File: config.mk
export PLATFORM = sky130hd
export DESIGN_NAME = cpm_clock_ctrl
export DESIGN_NICKNAME = d
export VERILOG_FILES = /design/src/rtl/cpm_pkg.sv /design/src/rtl/cpm_clock_ctrl.sv
export SDC_FILE = /design/constraint.sdc
export NUM_CORES = 1
export LEC_CHECK = 0
export ABC_CLOCK_PERIOD_IN_PS = 5290
export BUFFER_PORTS_ARGS = -buffer_cell sky130_fd_sc_hd__buf_2
export CORE_UTILIZATION = 33
export DETAILED_ROUTE_END_ITERATION = 10
export GPL_TIMING_DRIVEN = 0
export PLACE_DENSITY_LB_ADDON = 0.3
export SYNTH_ARGS = -nofsm -noshare
export SYNTH_HDL_FRONTEND = slang
export SYNTH_SLANG_ARGS = --single-unit
File: constraint.sdc
create_clock -name pclk -period 5.29 [get_ports pclk]
set_input_delay 0.2645 -clock pclk [delete_from_list [all_inputs] [get_ports pclk]]
set_output_delay 0.2645 -clock pclk [all_outputs]
set_load 0.02 [all_outputs]
File: src/rtl/cpm_pkg.sv
`default_nettype none
package cpm_pkg;
    // ==========================================================
    // sizes
    localparam int unsigned SYS_PRE_W = 13;
    localparam int unsigned WCH_PRE_W = 5;
    localparam int unsigned NUM_MOD = 8;
    localparam int unsigned NUM_SEL = 4;
    localparam int unsigned SEL_W = 4;
    localparam int unsigned ADDR_W = 8;

    // ==========================================================
    // register byte offsets
    localparam logic [7:0] OFS_SYSCTL1 = 8'h00;
    localparam logic [7:0] OFS_SYSCTL2 = 8'h04;
    localparam logic [7:0] OFS_TBMODE = 8'h08;
    localparam logic [7:0] OFS_MODSTBY = 8'h0c;
    localparam logic [7:0] OFS_TAPSEL = 8'h10;
    localparam logic [7:0] OFS_STATUS = 8'h14;

    // ==========================================================
    // field positions
    localparam int unsigned POS_SOFTWARE_STANDBY_SELECT = 7;
    localparam int unsigned POS_MA = 4;
    localparam int unsigned POS_LSON = 3;
    localparam int unsigned POS_SA = 0;
    localparam int unsigned POS_TB_SEL = 4;
    localparam int unsigned POS_TB_RST_HI = 3;
    localparam int unsigned POS_TB_RST_LO = 2;

    // ==========================================================
    // encodings of the system clock divider select field
    localparam logic [2:0] MA_OSC = 3'h0;
    localparam logic [2:0] MA_DIV8 = 3'h4;
    localparam logic [2:0] MA_DIV16 = 3'h5;
    localparam logic [2:0] MA_DIV32 = 3'h6;
    localparam logic [2:0] MA_DIV64 = 3'h7;
    // terminal counts of the oscillator divider
    localparam logic [5:0] TERM_OSC = 6'h00;
    localparam logic [5:0] TERM_DIV8 = 6'h07;
    localparam logic [5:0] TERM_DIV16 = 6'h0f;
    localparam logic [5:0] TERM_DIV32 = 6'h1f;
    localparam logic [5:0] TERM_DIV64 = 6'h3f;

    // subclock select: 0 -> w/2, 1 -> w/4, 2 and 3 -> w/8
    localparam logic [1:0] SA_DIV2 = 2'h0;
    localparam logic [1:0] SA_DIV4 = 2'h1;
    localparam logic [2:0] SA_MASK_DIV2 = 3'h6;
    localparam logic [2:0] SA_MASK_DIV4 = 3'h4;
    localparam logic [2:0] SA_MASK_DIV8 = 3'h0;
    // watch divider count on which the watch prescaler steps, once every 4 watch ticks
    localparam logic [1:0] W4_LAST = 2'h3;

    // ==========================================================
    // reset values
    localparam logic [SYS_PRE_W-1:0] SYS_PRE_RST = 13'h0000;
    localparam logic [WCH_PRE_W-1:0] WCH_PRE_RST = 5'h00;
    localparam logic [SEL_W-1:0] TAPSEL_RST = 4'h0;

    // ==========================================================
    // types
    typedef enum logic [2:0] {
        CPM_ACTIVE,
        CPM_SLEEP,
        CPM_SUBACTIVE,
        CPM_SUBSLEEP,
        CPM_STANDBY
    } cpm_mode_e;

    typedef struct packed {
        logic software_standby_select;
        logic [2:0] ma;
        logic lson;
        logic [1:0] sa;
        logic tb_sel;
        logic [NUM_MOD-1:0] mstop;
    } cpm_ctrl_s;

    localparam cpm_ctrl_s CTRL_RST = '0;
endpackage
`default_nettype wire

File: src/rtl/cpm_clock_ctrl.sv
// Chosen here: the register offsets and register access over APB.
`default_nettype none
module cpm_clock_ctrl
    import cpm_pkg::*;
(
    // clock and reset
    input wire logic pclk,
    input wire logic presetn,
    // apb slave
    input wire logic psel,
    input wire logic penable,
    input wire logic pwrite,
    input wire logic [ADDR_W-1:0] paddr,
    input wire logic [31:0] pwdata,
    output logic [31:0] prdata,
    output logic pready,
    output logic pslverr,
    // watch clock pin and cpu power requests
    input wire logic watch_clk_pin,
    input wire logic sleep_req,
    input wire logic wake_req,
    // clock enables to cpu and peripherals
    output logic cpu_clk_en,
    output logic periph_clk_en,
    output logic [NUM_MOD-1:0] module_clk_en,
    output logic time_base_tick,
    // prescaler taps
    output logic [SYS_PRE_W-1:0] sys_taps,
    output logic [WCH_PRE_W-1:0] watch_taps,
    output logic [NUM_SEL-1:0] periph_tick,
    // current power mode
    output logic [2:0] power_mode
);

    // ==========================================================
    // state
    cpm_ctrl_s ctrl_q;
    cpm_mode_e mode_q;
    logic [SEL_W-1:0] tap_sel_q [NUM_SEL];
    logic [SYS_PRE_W-1:0] pres_s_q;
    logic [WCH_PRE_W-1:0] pres_w_q;
    logic [5:0] div_q;
    logic [2:0] wdiv_q;
    logic w_sync1_q, w_sync2_q, w_prev_q;
    logic [NUM_SEL-1:0] periph_tick_q;
    logic [31:0] prdata_q;
    logic slverr_q;

    logic wr_en, setup_ph, tb_clr;
    logic sys_run, sub_run, sys_tick, w_tick, w4_tick, sub_tick;
    logic [5:0] div_term;
    logic [2:0] sa_mask;

    // ==========================================================
    // apb slave: zero wait, read data captured in setup phase
    assign pready = 1'b1;
    assign setup_ph = psel & ~penable;
    assign wr_en = psel & penable & pwrite & ~slverr_q;
    assign prdata = prdata_q;
    assign pslverr = slverr_q;

    // control register writes
    always_ff @(posedge pclk or negedge presetn) begin
        if (!presetn) begin
            ctrl_q <= CTRL_RST;
        end else if (wr_en) begin
            if (paddr == OFS_SYSCTL1) begin
                ctrl_q.software_standby_select <= pwdata[POS_SOFTWARE_STANDBY_SELECT];
            end else if (paddr == OFS_SYSCTL2) begin
                ctrl_q.ma <= pwdata[POS_MA +: 3];
                ctrl_q.lson <= pwdata[POS_LSON];
                ctrl_q.sa <= pwdata[POS_SA +: 2];
            end else if (paddr == OFS_TBMODE) begin
                ctrl_q.tb_sel <= pwdata[POS_TB_SEL];
            end else if (paddr == OFS_MODSTBY) begin
                ctrl_q.mstop <= pwdata[NUM_MOD-1:0];
            end
        end
    end

    // per-peripheral tap selects, one nibble each
    always_ff @(posedge pclk or negedge presetn) begin
        if (!presetn) begin
            for (int i = 0; i < NUM_SEL; i++) begin
                tap_sel_q[i] <= TAPSEL_RST;
            end
        end else if (wr_en && paddr == OFS_TAPSEL) begin
            for (int i = 0; i < NUM_SEL; i++) begin
                tap_sel_q[i] <= pwdata[i*SEL_W +: SEL_W];
            end
        end
    end

    // both reset bits set in one write give a one-cycle clear
    // watch prescaler clear
    assign tb_clr = wr_en && paddr == OFS_TBMODE
        && pwdata[POS_TB_RST_HI] && pwdata[POS_TB_RST_LO];

    // read mux; prescaler counts are deliberately absent
    // no counter access
    always_ff @(posedge pclk or negedge presetn) begin
        if (!presetn) begin
            prdata_q <= '0;
            slverr_q <= 1'b0;
        end else if (setup_ph) begin
            slverr_q <= 1'b0;
            prdata_q <= '0;
            if (paddr == OFS_SYSCTL1) begin
                prdata_q[POS_SOFTWARE_STANDBY_SELECT] <= ctrl_q.software_standby_select;
            end else if (paddr == OFS_SYSCTL2) begin
                prdata_q[POS_MA +: 3] <= ctrl_q.ma;
                prdata_q[POS_LSON] <= ctrl_q.lson;
                prdata_q[POS_SA +: 2] <= ctrl_q.sa;
            end else if (paddr == OFS_TBMODE) begin
                prdata_q[POS_TB_SEL] <= ctrl_q.tb_sel;
            end else if (paddr == OFS_MODSTBY) begin
                prdata_q[NUM_MOD-1:0] <= ctrl_q.mstop;
            end else if (paddr == OFS_TAPSEL) begin
                for (int i = 0; i < NUM_SEL; i++) begin
                    prdata_q[i*SEL_W +: SEL_W] <= tap_sel_q[i];
                end
            end else if (paddr == OFS_STATUS) begin
                prdata_q[2:0] <= mode_q;
            end else begin
                slverr_q <= 1'b1;
            end
        end
    end

    // ==========================================================
    // power mode sequencer; wake returns to the clock lson picks
    always_ff @(posedge pclk or negedge presetn) begin
        if (!presetn) begin
            mode_q <= CPM_ACTIVE;
        end else begin
            case (mode_q)
                CPM_ACTIVE, CPM_SUBACTIVE: begin
                    if (sleep_req && ctrl_q.software_standby_select) begin
                        mode_q <= CPM_STANDBY;
                    end else if (sleep_req) begin
                        mode_q <= (mode_q == CPM_ACTIVE) ?
                            CPM_SLEEP : CPM_SUBSLEEP;
                    end
                end
                CPM_SLEEP, CPM_SUBSLEEP, CPM_STANDBY: begin
                    if (wake_req) begin
                        mode_q <= ctrl_q.lson ? CPM_SUBACTIVE : CPM_ACTIVE;
                    end
                end
                default: begin
                    mode_q <= CPM_ACTIVE;
                end
            endcase
        end
    end
    assign power_mode = mode_q;

    // ==========================================================
    // system clock: oscillator divided by the select field
    // generator stops outside active and sleep
    assign sys_run = mode_q == CPM_ACTIVE || mode_q == CPM_SLEEP;
    assign sub_run = mode_q == CPM_SUBACTIVE || mode_q == CPM_SUBSLEEP;

    always_comb begin
        case (ctrl_q.ma)
            MA_DIV8: div_term = TERM_DIV8;
            MA_DIV16: div_term = TERM_DIV16;
            MA_DIV32: div_term = TERM_DIV32;
            MA_DIV64: div_term = TERM_DIV64;
            default: div_term = TERM_OSC; // reserved codes run undivided
        endcase
    end

    always_ff @(posedge pclk or negedge presetn) begin
        if (!presetn) begin
            div_q <= '0;
        end else if (!sys_run || div_q >= div_term) begin
            div_q <= '0; // >= so a shrinking ratio cannot overshoot
        end else begin
            div_q <= div_q + 6'h01;
        end
    end
    assign sys_tick = sys_run && div_q >= div_term;

    always_ff @(posedge pclk or negedge presetn) begin
        if (!presetn) begin
            pres_s_q <= SYS_PRE_RST;
        end else if (!sys_run) begin
            pres_s_q <= SYS_PRE_RST;
        end else if (sys_tick) begin
            pres_s_q <= pres_s_q + 13'h0001;
        end
    end
    // bit k toggles at system clock / 2^(k+1)
    assign sys_taps = pres_s_q;

    for (genvar g = 0; g < NUM_SEL; g++) begin : g_tap
        logic [SYS_PRE_W-1:0] low_mask;
        assign low_mask = (13'h0002 << tap_sel_q[g]) - 13'h0001;
        always_ff @(posedge pclk or negedge presetn) begin
            if (!presetn) begin
                periph_tick_q[g] <= 1'b0;
            end else begin
                periph_tick_q[g] <= sys_tick && &(pres_s_q | ~low_mask);
            end
        end
    end
    assign periph_tick = periph_tick_q;

    // ==========================================================
    // watch clock pin: two-stage synchroniser, then edge detect
    always_ff @(posedge pclk or negedge presetn) begin
        if (!presetn) begin
            w_sync1_q <= 1'b0;
            w_sync2_q <= 1'b0;
            w_prev_q <= 1'b0;
        end else begin
            w_sync1_q <= watch_clk_pin;
            w_sync2_q <= w_sync1_q;
            w_prev_q <= w_sync2_q;
        end
    end
    assign w_tick = w_sync2_q & ~w_prev_q;

    // free-running watch divider feeds /4 and the subclock
    always_ff @(posedge pclk or negedge presetn) begin
        if (!presetn) begin
            wdiv_q <= '0;
        end else if (w_tick) begin
            wdiv_q <= wdiv_q + 3'h1;
        end
    end
    // prescaler input is watch clock / 4
    assign w4_tick = w_tick && wdiv_q[1:0] == W4_LAST;

    always_comb begin
        case (ctrl_q.sa)
            SA_DIV2: sa_mask = SA_MASK_DIV2;
            SA_DIV4: sa_mask = SA_MASK_DIV4;
            default: sa_mask = SA_MASK_DIV8;
        endcase
    end
    assign sub_tick = w_tick && &(wdiv_q | sa_mask);

    // watch prescaler ignores power mode while the pin toggles
    always_ff @(posedge pclk or negedge presetn) begin
        if (!presetn) begin
            pres_w_q <= WCH_PRE_RST;
        end else if (tb_clr) begin
            // software clear beats a coincident step
            pres_w_q <= WCH_PRE_RST;
        end else if (w4_tick) begin
            pres_w_q <= pres_w_q + 5'h01;
        end
    end
    // bit k toggles at watch clock / 2^(k+3)
    assign watch_taps = pres_w_q;

    // time-base step, kept alive through standby
    assign time_base_tick = ctrl_q.tb_sel && w4_tick;

    // ==========================================================
    // clock gating per mode
    // cpu stops in both sleep modes
    assign cpu_clk_en = (mode_q == CPM_ACTIVE && sys_tick)
        || (mode_q == CPM_SUBACTIVE && sub_tick);
    assign periph_clk_en = (sys_run && sys_tick) || (sub_run && sub_tick);
    assign module_clk_en = {NUM_MOD{periph_clk_en}} & ~ctrl_q.mstop;
endmodule
`default_nettype wire

==> results of run 1 <==
-- cell type report --
type,instances,area (um^2)
well taps,184,230
flip-flops and latches,86,2150
plain buffers,55,282
inverters,17,63.8
multi-input cells,414,2630
clock inverters,6,46.3
repair buffers,86,465
clock buffers,10,229
fillers,1494,8660
-- per-layer routing --
metal  vias to the layer above  GRT usage (%)
met2                       173           27.9
met3                        21           4.55
met1                      2202           23.0
met4                         0           6.59
met5                         -              0
li1                       2186              -
-- final timing paths --
path                                      startpoint                  endpoint  slack (ns)  cells past startpoint
max                           ctrl_q[14]$_DFFE_PN0P_          module_clk_en[2]        2.00                      8
min                                       pwdata[15]  tap_sel_q[3]$_DFFE_PN0P_        0.12                      3
max reg2reg                tap_sel_q[12]$_DFFE_PN0P_  periph_tick[0]$_DFF_PN0_        2.66                      8
min reg2reg                      w_sync1_q$_DFF_PN0_       w_sync2_q$_DFF_PN0_        0.35                      0
max in group asynchronous                    presetn     prdata[2]$_DFFE_PN0P_        4.32                      3
min in group asynchronous                    presetn  tap_sel_q[3]$_DFFE_PN0P_        0.34                      2
-- synth_stat cells, drive strengths merged (3+ instances only) --
cell type,instances
or3,7
mux2i,9
clkbuf,33
nor3,16
nand4,7
a31oi,5
xor2,7
nor2b,8
and3,6
buf,22
o41ai,3
nand2,50
nor4,3
o21bai,3
ha,14
o31ai,3
nor2,58
inv,17
nand3,14
xnor2,7
a22o,10
mux2,29
nor4b,7
a211oi,4
a21oi,36
o32ai,3
or4,5
nand2b,5
o22ai,4
and2,4
o21ai,36
o211ai,5
dfrtp,86
a2bb2oi,3
-- power breakdown --
part           internal, mW  switching (mW)
Clock                 0.321           0.273
Combinational         0.265           0.501
Sequential            0.732          0.0768
-- cell families (layout without fill, tap and decap cells) --
group | Yosys count | count (layout) | share of synthesized area (%)
and+or+nand+nor | 199 | 199 | 19.5
adders and majority gates | 14 | 14 | 3.46
buffers and inverters | 72 | 174 | 6.82
xor gates and xnor gates | 14 | 14 | 2.42
AOI/OAI and AO/OA | 132 | 132 | 16.9
DFF | 86 | 86 | 42.5
other | 2 | 17 | 0.148
muxes | 38 | 38 | 8.22
-- placed cells by master, fill, tap and decap left out, types with 5 or more instances in the layout --
cell type | netlist | final
nand2b_1 | 5 | 5
nand3_1 | 14 | 14
nor2_1 | 58 | 58
nor4b_1 | 7 | 7
ha_1 | 14 | 14
xnor2_1 | 7 | 7
o211ai_1 | 5 | 5
o21ai_1 | 5 | 5
mux2_2 | 15 | 15
buf_2 | 3 | 85
o21ai_0 | 31 | 31
inv_1 | 17 | 17
and3_1 | 6 | 6
clkbuf_1 | 33 | 34
a22o_1 | 10 | 10
or3_1 | 7 | 7
nor3_1 | 14 | 14
xor2_1 | 7 | 7
a31oi_1 | 5 | 5
clkbuf_16 | 0 | 9
conb_1 | 2 | 17
nor2b_1 | 8 | 8
a21oi_1 | 36 | 36
nand4_1 | 7 | 7
mux2i_1 | 9 | 9
nand2_1 | 50 | 50
buf_4 | 17 | 18
mux2_1 | 14 | 14
dfrtp_1 | 86 | 86
-- critical path, delay by kind of cell (launching register included) --
kind | cells | cell delay (ns)
flops | 1 | 0.43
fa+ha+maj | 1 | 0.25
buf+inv | 2 | 0.31
compound gates | 3 | 1.40
simple gates | 2 | 0.27
-- through the flow --
| step | area, um^2 | hold WS, ns | worst slack (ns) | total power [mW] | util (%) |
|---|---|---|---|---|---|
| 6_report | 6090 | 0.120 | 2.00 | 2.17 | 41.3 |
| 5_1_grt | 6090 | 0.136 | 1.76 | 2.30 | 41.3 |
| 4_1_cts | 6090 | 0.111 | 1.96 | 2.20 | 41.3 |
| 3_5_place_dp | 5800 | 0.173 | 2.35 | 1.59 | 39.3 |
| 3_3_place_gp | 5770 | 0.333 | 2.43 | 1.56 | 39.1 |
| 2_1_floorplan | 5120 | -0.0311 | 2.83 | 1.33 | - |
-- state kept, by name, indices dropped and copies added, names as in the netlist, 3 cells and up --
name and cells:
ctrl_q 16, tap_sel_q 16, prdata 16, periph_tick 4
sys_taps 13, watch_taps 5, wdiv_q 3, power_mode 3
div_q 6
-- what timing repair did --
action	in CTS	in global routing
buffers inserted	0	0
hold buffers	2	0
hold endpoints to repair	20	0
==> flow_summary.yaml, run 1 <==
synth:
  synth_largest_area_cell: "dfrtp_1"
  yosysSeqAreaShare_pct: 42.5
  ys_warn_count: 0
  synth-edff-count: 0
  synthesis.area_um2: 5070
  synth_flop_cell: "dfrtp_1"
  synth_top_area_share_pct: 42.5
  synth_cell_type_count: 63
  synthCells: 557
  syn_area_per_cell_um2: 9.10
  synth_area_leaders: "dfrtp_1 (42%), nor2_1 (4.3%), nand2_1 (3.7%)"
  yosys_register_bits: 86
  synthArstFlopShare_pct: 100
grt:
  grt_overflow_total: 0
  antenna_found_initial: 0
  track_usage_pct: 17.6
  grt_max_degree: 68
  grt_pass1_vias: 4449
  grt_pass1_wl_mm: 22.1
placement:
  place_hpwl_mm: 10.1
  place.gp.congestion: 0.893
  io_buffers: 83
  dp_cells: 840
clock_network:
  cts_resized: 0
  worstSkewPairLatency_ns: 0.35
  cts_root_buffer: "clkbuf_16"
  clockBufferDepth: 2
  cts.sinks: 86
  h-tree-depth: 3
  cts_tree: "yes"
  numCtsBuffers: 9
  path_clk_slew_ns: 0.06
route:
  vias_per_cell: 5.34
  wire_per_inst_um: 15.8
  wirelength_mm: 13.6
  routed.top_layer: "met4"
  first_iter_violations: 339
  via_count: 4582
  dr.pass1.iters: 5
  wl_met1_mm: 6.22
  wl_met3_um: 905
  drcViolationCount: 0
  wl_met2_mm: 6.20
  postRouteAntennaNets: 0
cells_and_area:
  flow.area_growth_from_synthesis_pct: 20.3
  drive_gt1_share_pct: 20.9
  final-instance-count-excl-fill: 858
  diodes: 0
  nets: 731
timing:
  slew_headroom_pct: 32.7
  setup_tns_ns: 0
  fin_skew_ns: 0.00683
  hold_viol: 0
  fmax_mhz: 304
  fin_crit_ns: 3.29
  tightest_slew_ns: 1.00
  finalCritPeriodShare_pct: 62.2
  drv_slew: 0
  setup_viol: 0
  rsz0062_at_grt: "no"
floorplanning:
  die_area_um2: 15900
  dieHeight_um: 126
  rows: 44
  initial_utilization_pct: 34.3
  core_um2: 14800
  ioPinCount: 118
  dieWidth_um: 126
critical_path:
  required_ns: 5.03
  crit_arrival_ns: 3.03
  critPathMaxFanout: 10
  crit_path_max_incr_delay_ns: 0.71
  critPathCaptureType: "output port"
  crit_path_cell_trace: "clkbuf_1 -> ha_1 -> nand2b_1 -> a2111oi_2 -> o31ai_2 -> a21oi_1 -> nor2_1 -> buf_2"
  crit_slowest_cell: "a21oi_1"
  worstSetupPathType: "reg -> out"
  start_kind: "flop"
pwr:
  leakagePower_nw: 2.87
  ir_drop_v: 0.000308
  powerDensity_nw_per_um2: 356
min_path:
  worstHoldPathType: "in -> reg"
job:
  max_cap_viol_count: 0
outcome:
  status: "complete, no violations"
(Power assumes the default switching activity.)
==> run 2, diff against run 1 <==
- ABC_CLOCK_PERIOD_IN_PS: 5290 -> 2900
- clock period: 5.29 -> 2.9 ns (I/O delays scaled with it)
==> run 2 against run 1 <==
  * Core utilization up 0.36 points
  * Via count shrank 0.17%
  * Die area did not move
  * Largest cell class unchanged
==> flow_summary.yaml, run 2 (same netlist as run 1, synthesis figures left out) <==
grt:
  grt_max_degree: 68
  antenna_found_initial: 0
  grt_pass1_vias: 4467
  track_usage_pct: 17.6
  grt_overflow_total: 0
  grt_pass1_wl_mm: 22.1
timing:
  fmax_mhz: 372
  slew_headroom_pct: 32.5
  drv_slew: 0
  finalCritPeriodShare_pct: 92.8
  rsz0062_at_grt: "no"
  hold_viol: 0
  tightest_slew_ns: 1.01
  fin_crit_ns: 2.69
  setup_slack_ns: 0.210
  setup_tns_ns: 0
  whs_ns: 0.00808
  fin_skew_ns: 0.00602
  setup_viol: 0
route:
  first_iter_violations: 353
  drcViolationCount: 0
  wirelength_mm: 13.6
  via_count: 4574
  postRouteAntennaNets: 0
  dr.pass1.iters: 5
  vias_per_cell: 5.32
  wire_per_inst_um: 15.8
clock_network:
  h-tree-depth: 3
  path_clk_slew_ns: 0.07
  cts_root_buffer: "clkbuf_16"
  post-cts-setup-buffers: 0
  cts_tree: "yes"
  clockBufferDepth: 2
  numCtsBuffers: 9
  worstSkewPairLatency_ns: 0.35
  cts.sinks: 86
critical_path:
  start_kind: "flop"
  rr_startpoint: "tap_sel_q[12]$_DFFE_PN0P_"
  rr_worst_depth: 8
  crit_end: "module_clk_en[2]"
  worstSetupPathType: "reg -> out"
  critPathLaunch: "ctrl_q[14]$_DFFE_PN0P_"
  timing.reg2reg.setup_slack_ns: 0.29
  critPathCaptureType: "output port"
  required_ns: 2.76
  r2r_end: "periph_tick[0]$_DFF_PN0_"
  critPathMaxFanout: 10
  crit_arrival_ns: 2.55
floorplanning:
  core_um2: 14800
  die_area_um2: 15900
  dieWidth_um: 126
  initial_utilization_pct: 34.3
  rows: 44
  ioPinCount: 118
  dieHeight_um: 126
cells_and_area:
  final_area_um2: 6150
  flow.area_growth_from_synthesis_pct: 21.3
  nets: 733
  diodes: 0
  layout_commonest_cell: "dfrtp_1"
  drive_gt1_share_pct: 21.0
  final-instance-count-excl-fill: 860
  fillers: 1488
  postLayoutCoreUtil_pct: 41.7
  layout_common_cells: "dfrtp_1 (86), buf_2 (85), nor2_1 (58), nand2_1 (50), a21oi_1 (35)"
placement:
  io_buffers: 83
  place.gp.congestion: 0.893
  placed_cell_area_um2: 5800
  dp_cells: 840
  place_hpwl_mm: 10.1
  preCtsSetupSlack_ns: 0.0833
min_path:
  worstHoldPathType: "in -> reg"
  worstHoldStart: "pwdata[10]"
job:
  max_cap_viol_count: 0
pwr:
  powerDensity_nw_per_um2: 653
  p_total_mw: 4.01
  leakagePower_nw: 2.89
  ir_drop_v: 0.000565
outcome:
  status: "complete, no violations"
[run 2: layout make-up]
| type | instances | area [um^2] | area share (%) |
|---|---|---|---|
| buffer | 55 | 282 | 4.58 |
| clock buffer | 10 | 229 | 3.73 |
| clock inverter | 6 | 46.3 | 0.753 |
| inverter | 17 | 63.8 | 1.04 |
| multi-input combinational | 414 | 2660 | 43.2 |
| sequential | 86 | 2150 | 35.0 |
| tap | 184 | 230 | 3.75 |
| timing repair buffer | 88 | 485 | 7.90 |
[run 2: worst min-delay path by stage]
stage,to,cells past startpoint
after global routing,tap_sel_q[5]$_DFFE_PN0P_,2
after detailed placement,tap_sel_q[3]$_DFFE_PN0P_,1
after floorplan,ctrl_q[0]$_DFFE_PN0P_,0
after global placement,w_sync1_q$_DFF_PN0_,1
after CTS,tap_sel_q[6]$_DFFE_PN0P_,3
final,tap_sel_q[6]$_DFFE_PN0P_,3
[run 2: routing by layer]
metal  GRT usage (%)  up-vias  routed length (um)
li1                -     2191                   -
met1            23.0     2198                6250
met2            28.0      164                6230
met3            4.55       21                 863
met4            6.59        0                 257
met5               0        -                   0
[run 2: repair_timing]
item,in CTS,in global routing
pin swaps,0,1
setup endpoints to repair,10,10
hold endpoints to repair,22,0
hold buffers,4,0
gates resized for setup,2,2
[run 2: worst max-delay path, cell delays in order, from the launching register on]
cell and delay, ns:
dfrtp_1 0.43, clkbuf_1 0.11, ha_1 0.25, nand2b_1 0.17
a2111oi_4 0.44, o31ai_4 0.19, a21oi_4 0.32, nor2_1 0.09
buf_2 0.17
[run 2: power breakdown]
group          switching [mW]  total, mW  internal [mW]
clock network           0.501       1.09          0.586
logic                   0.937       1.45          0.512
registers               0.141       1.48           1.34
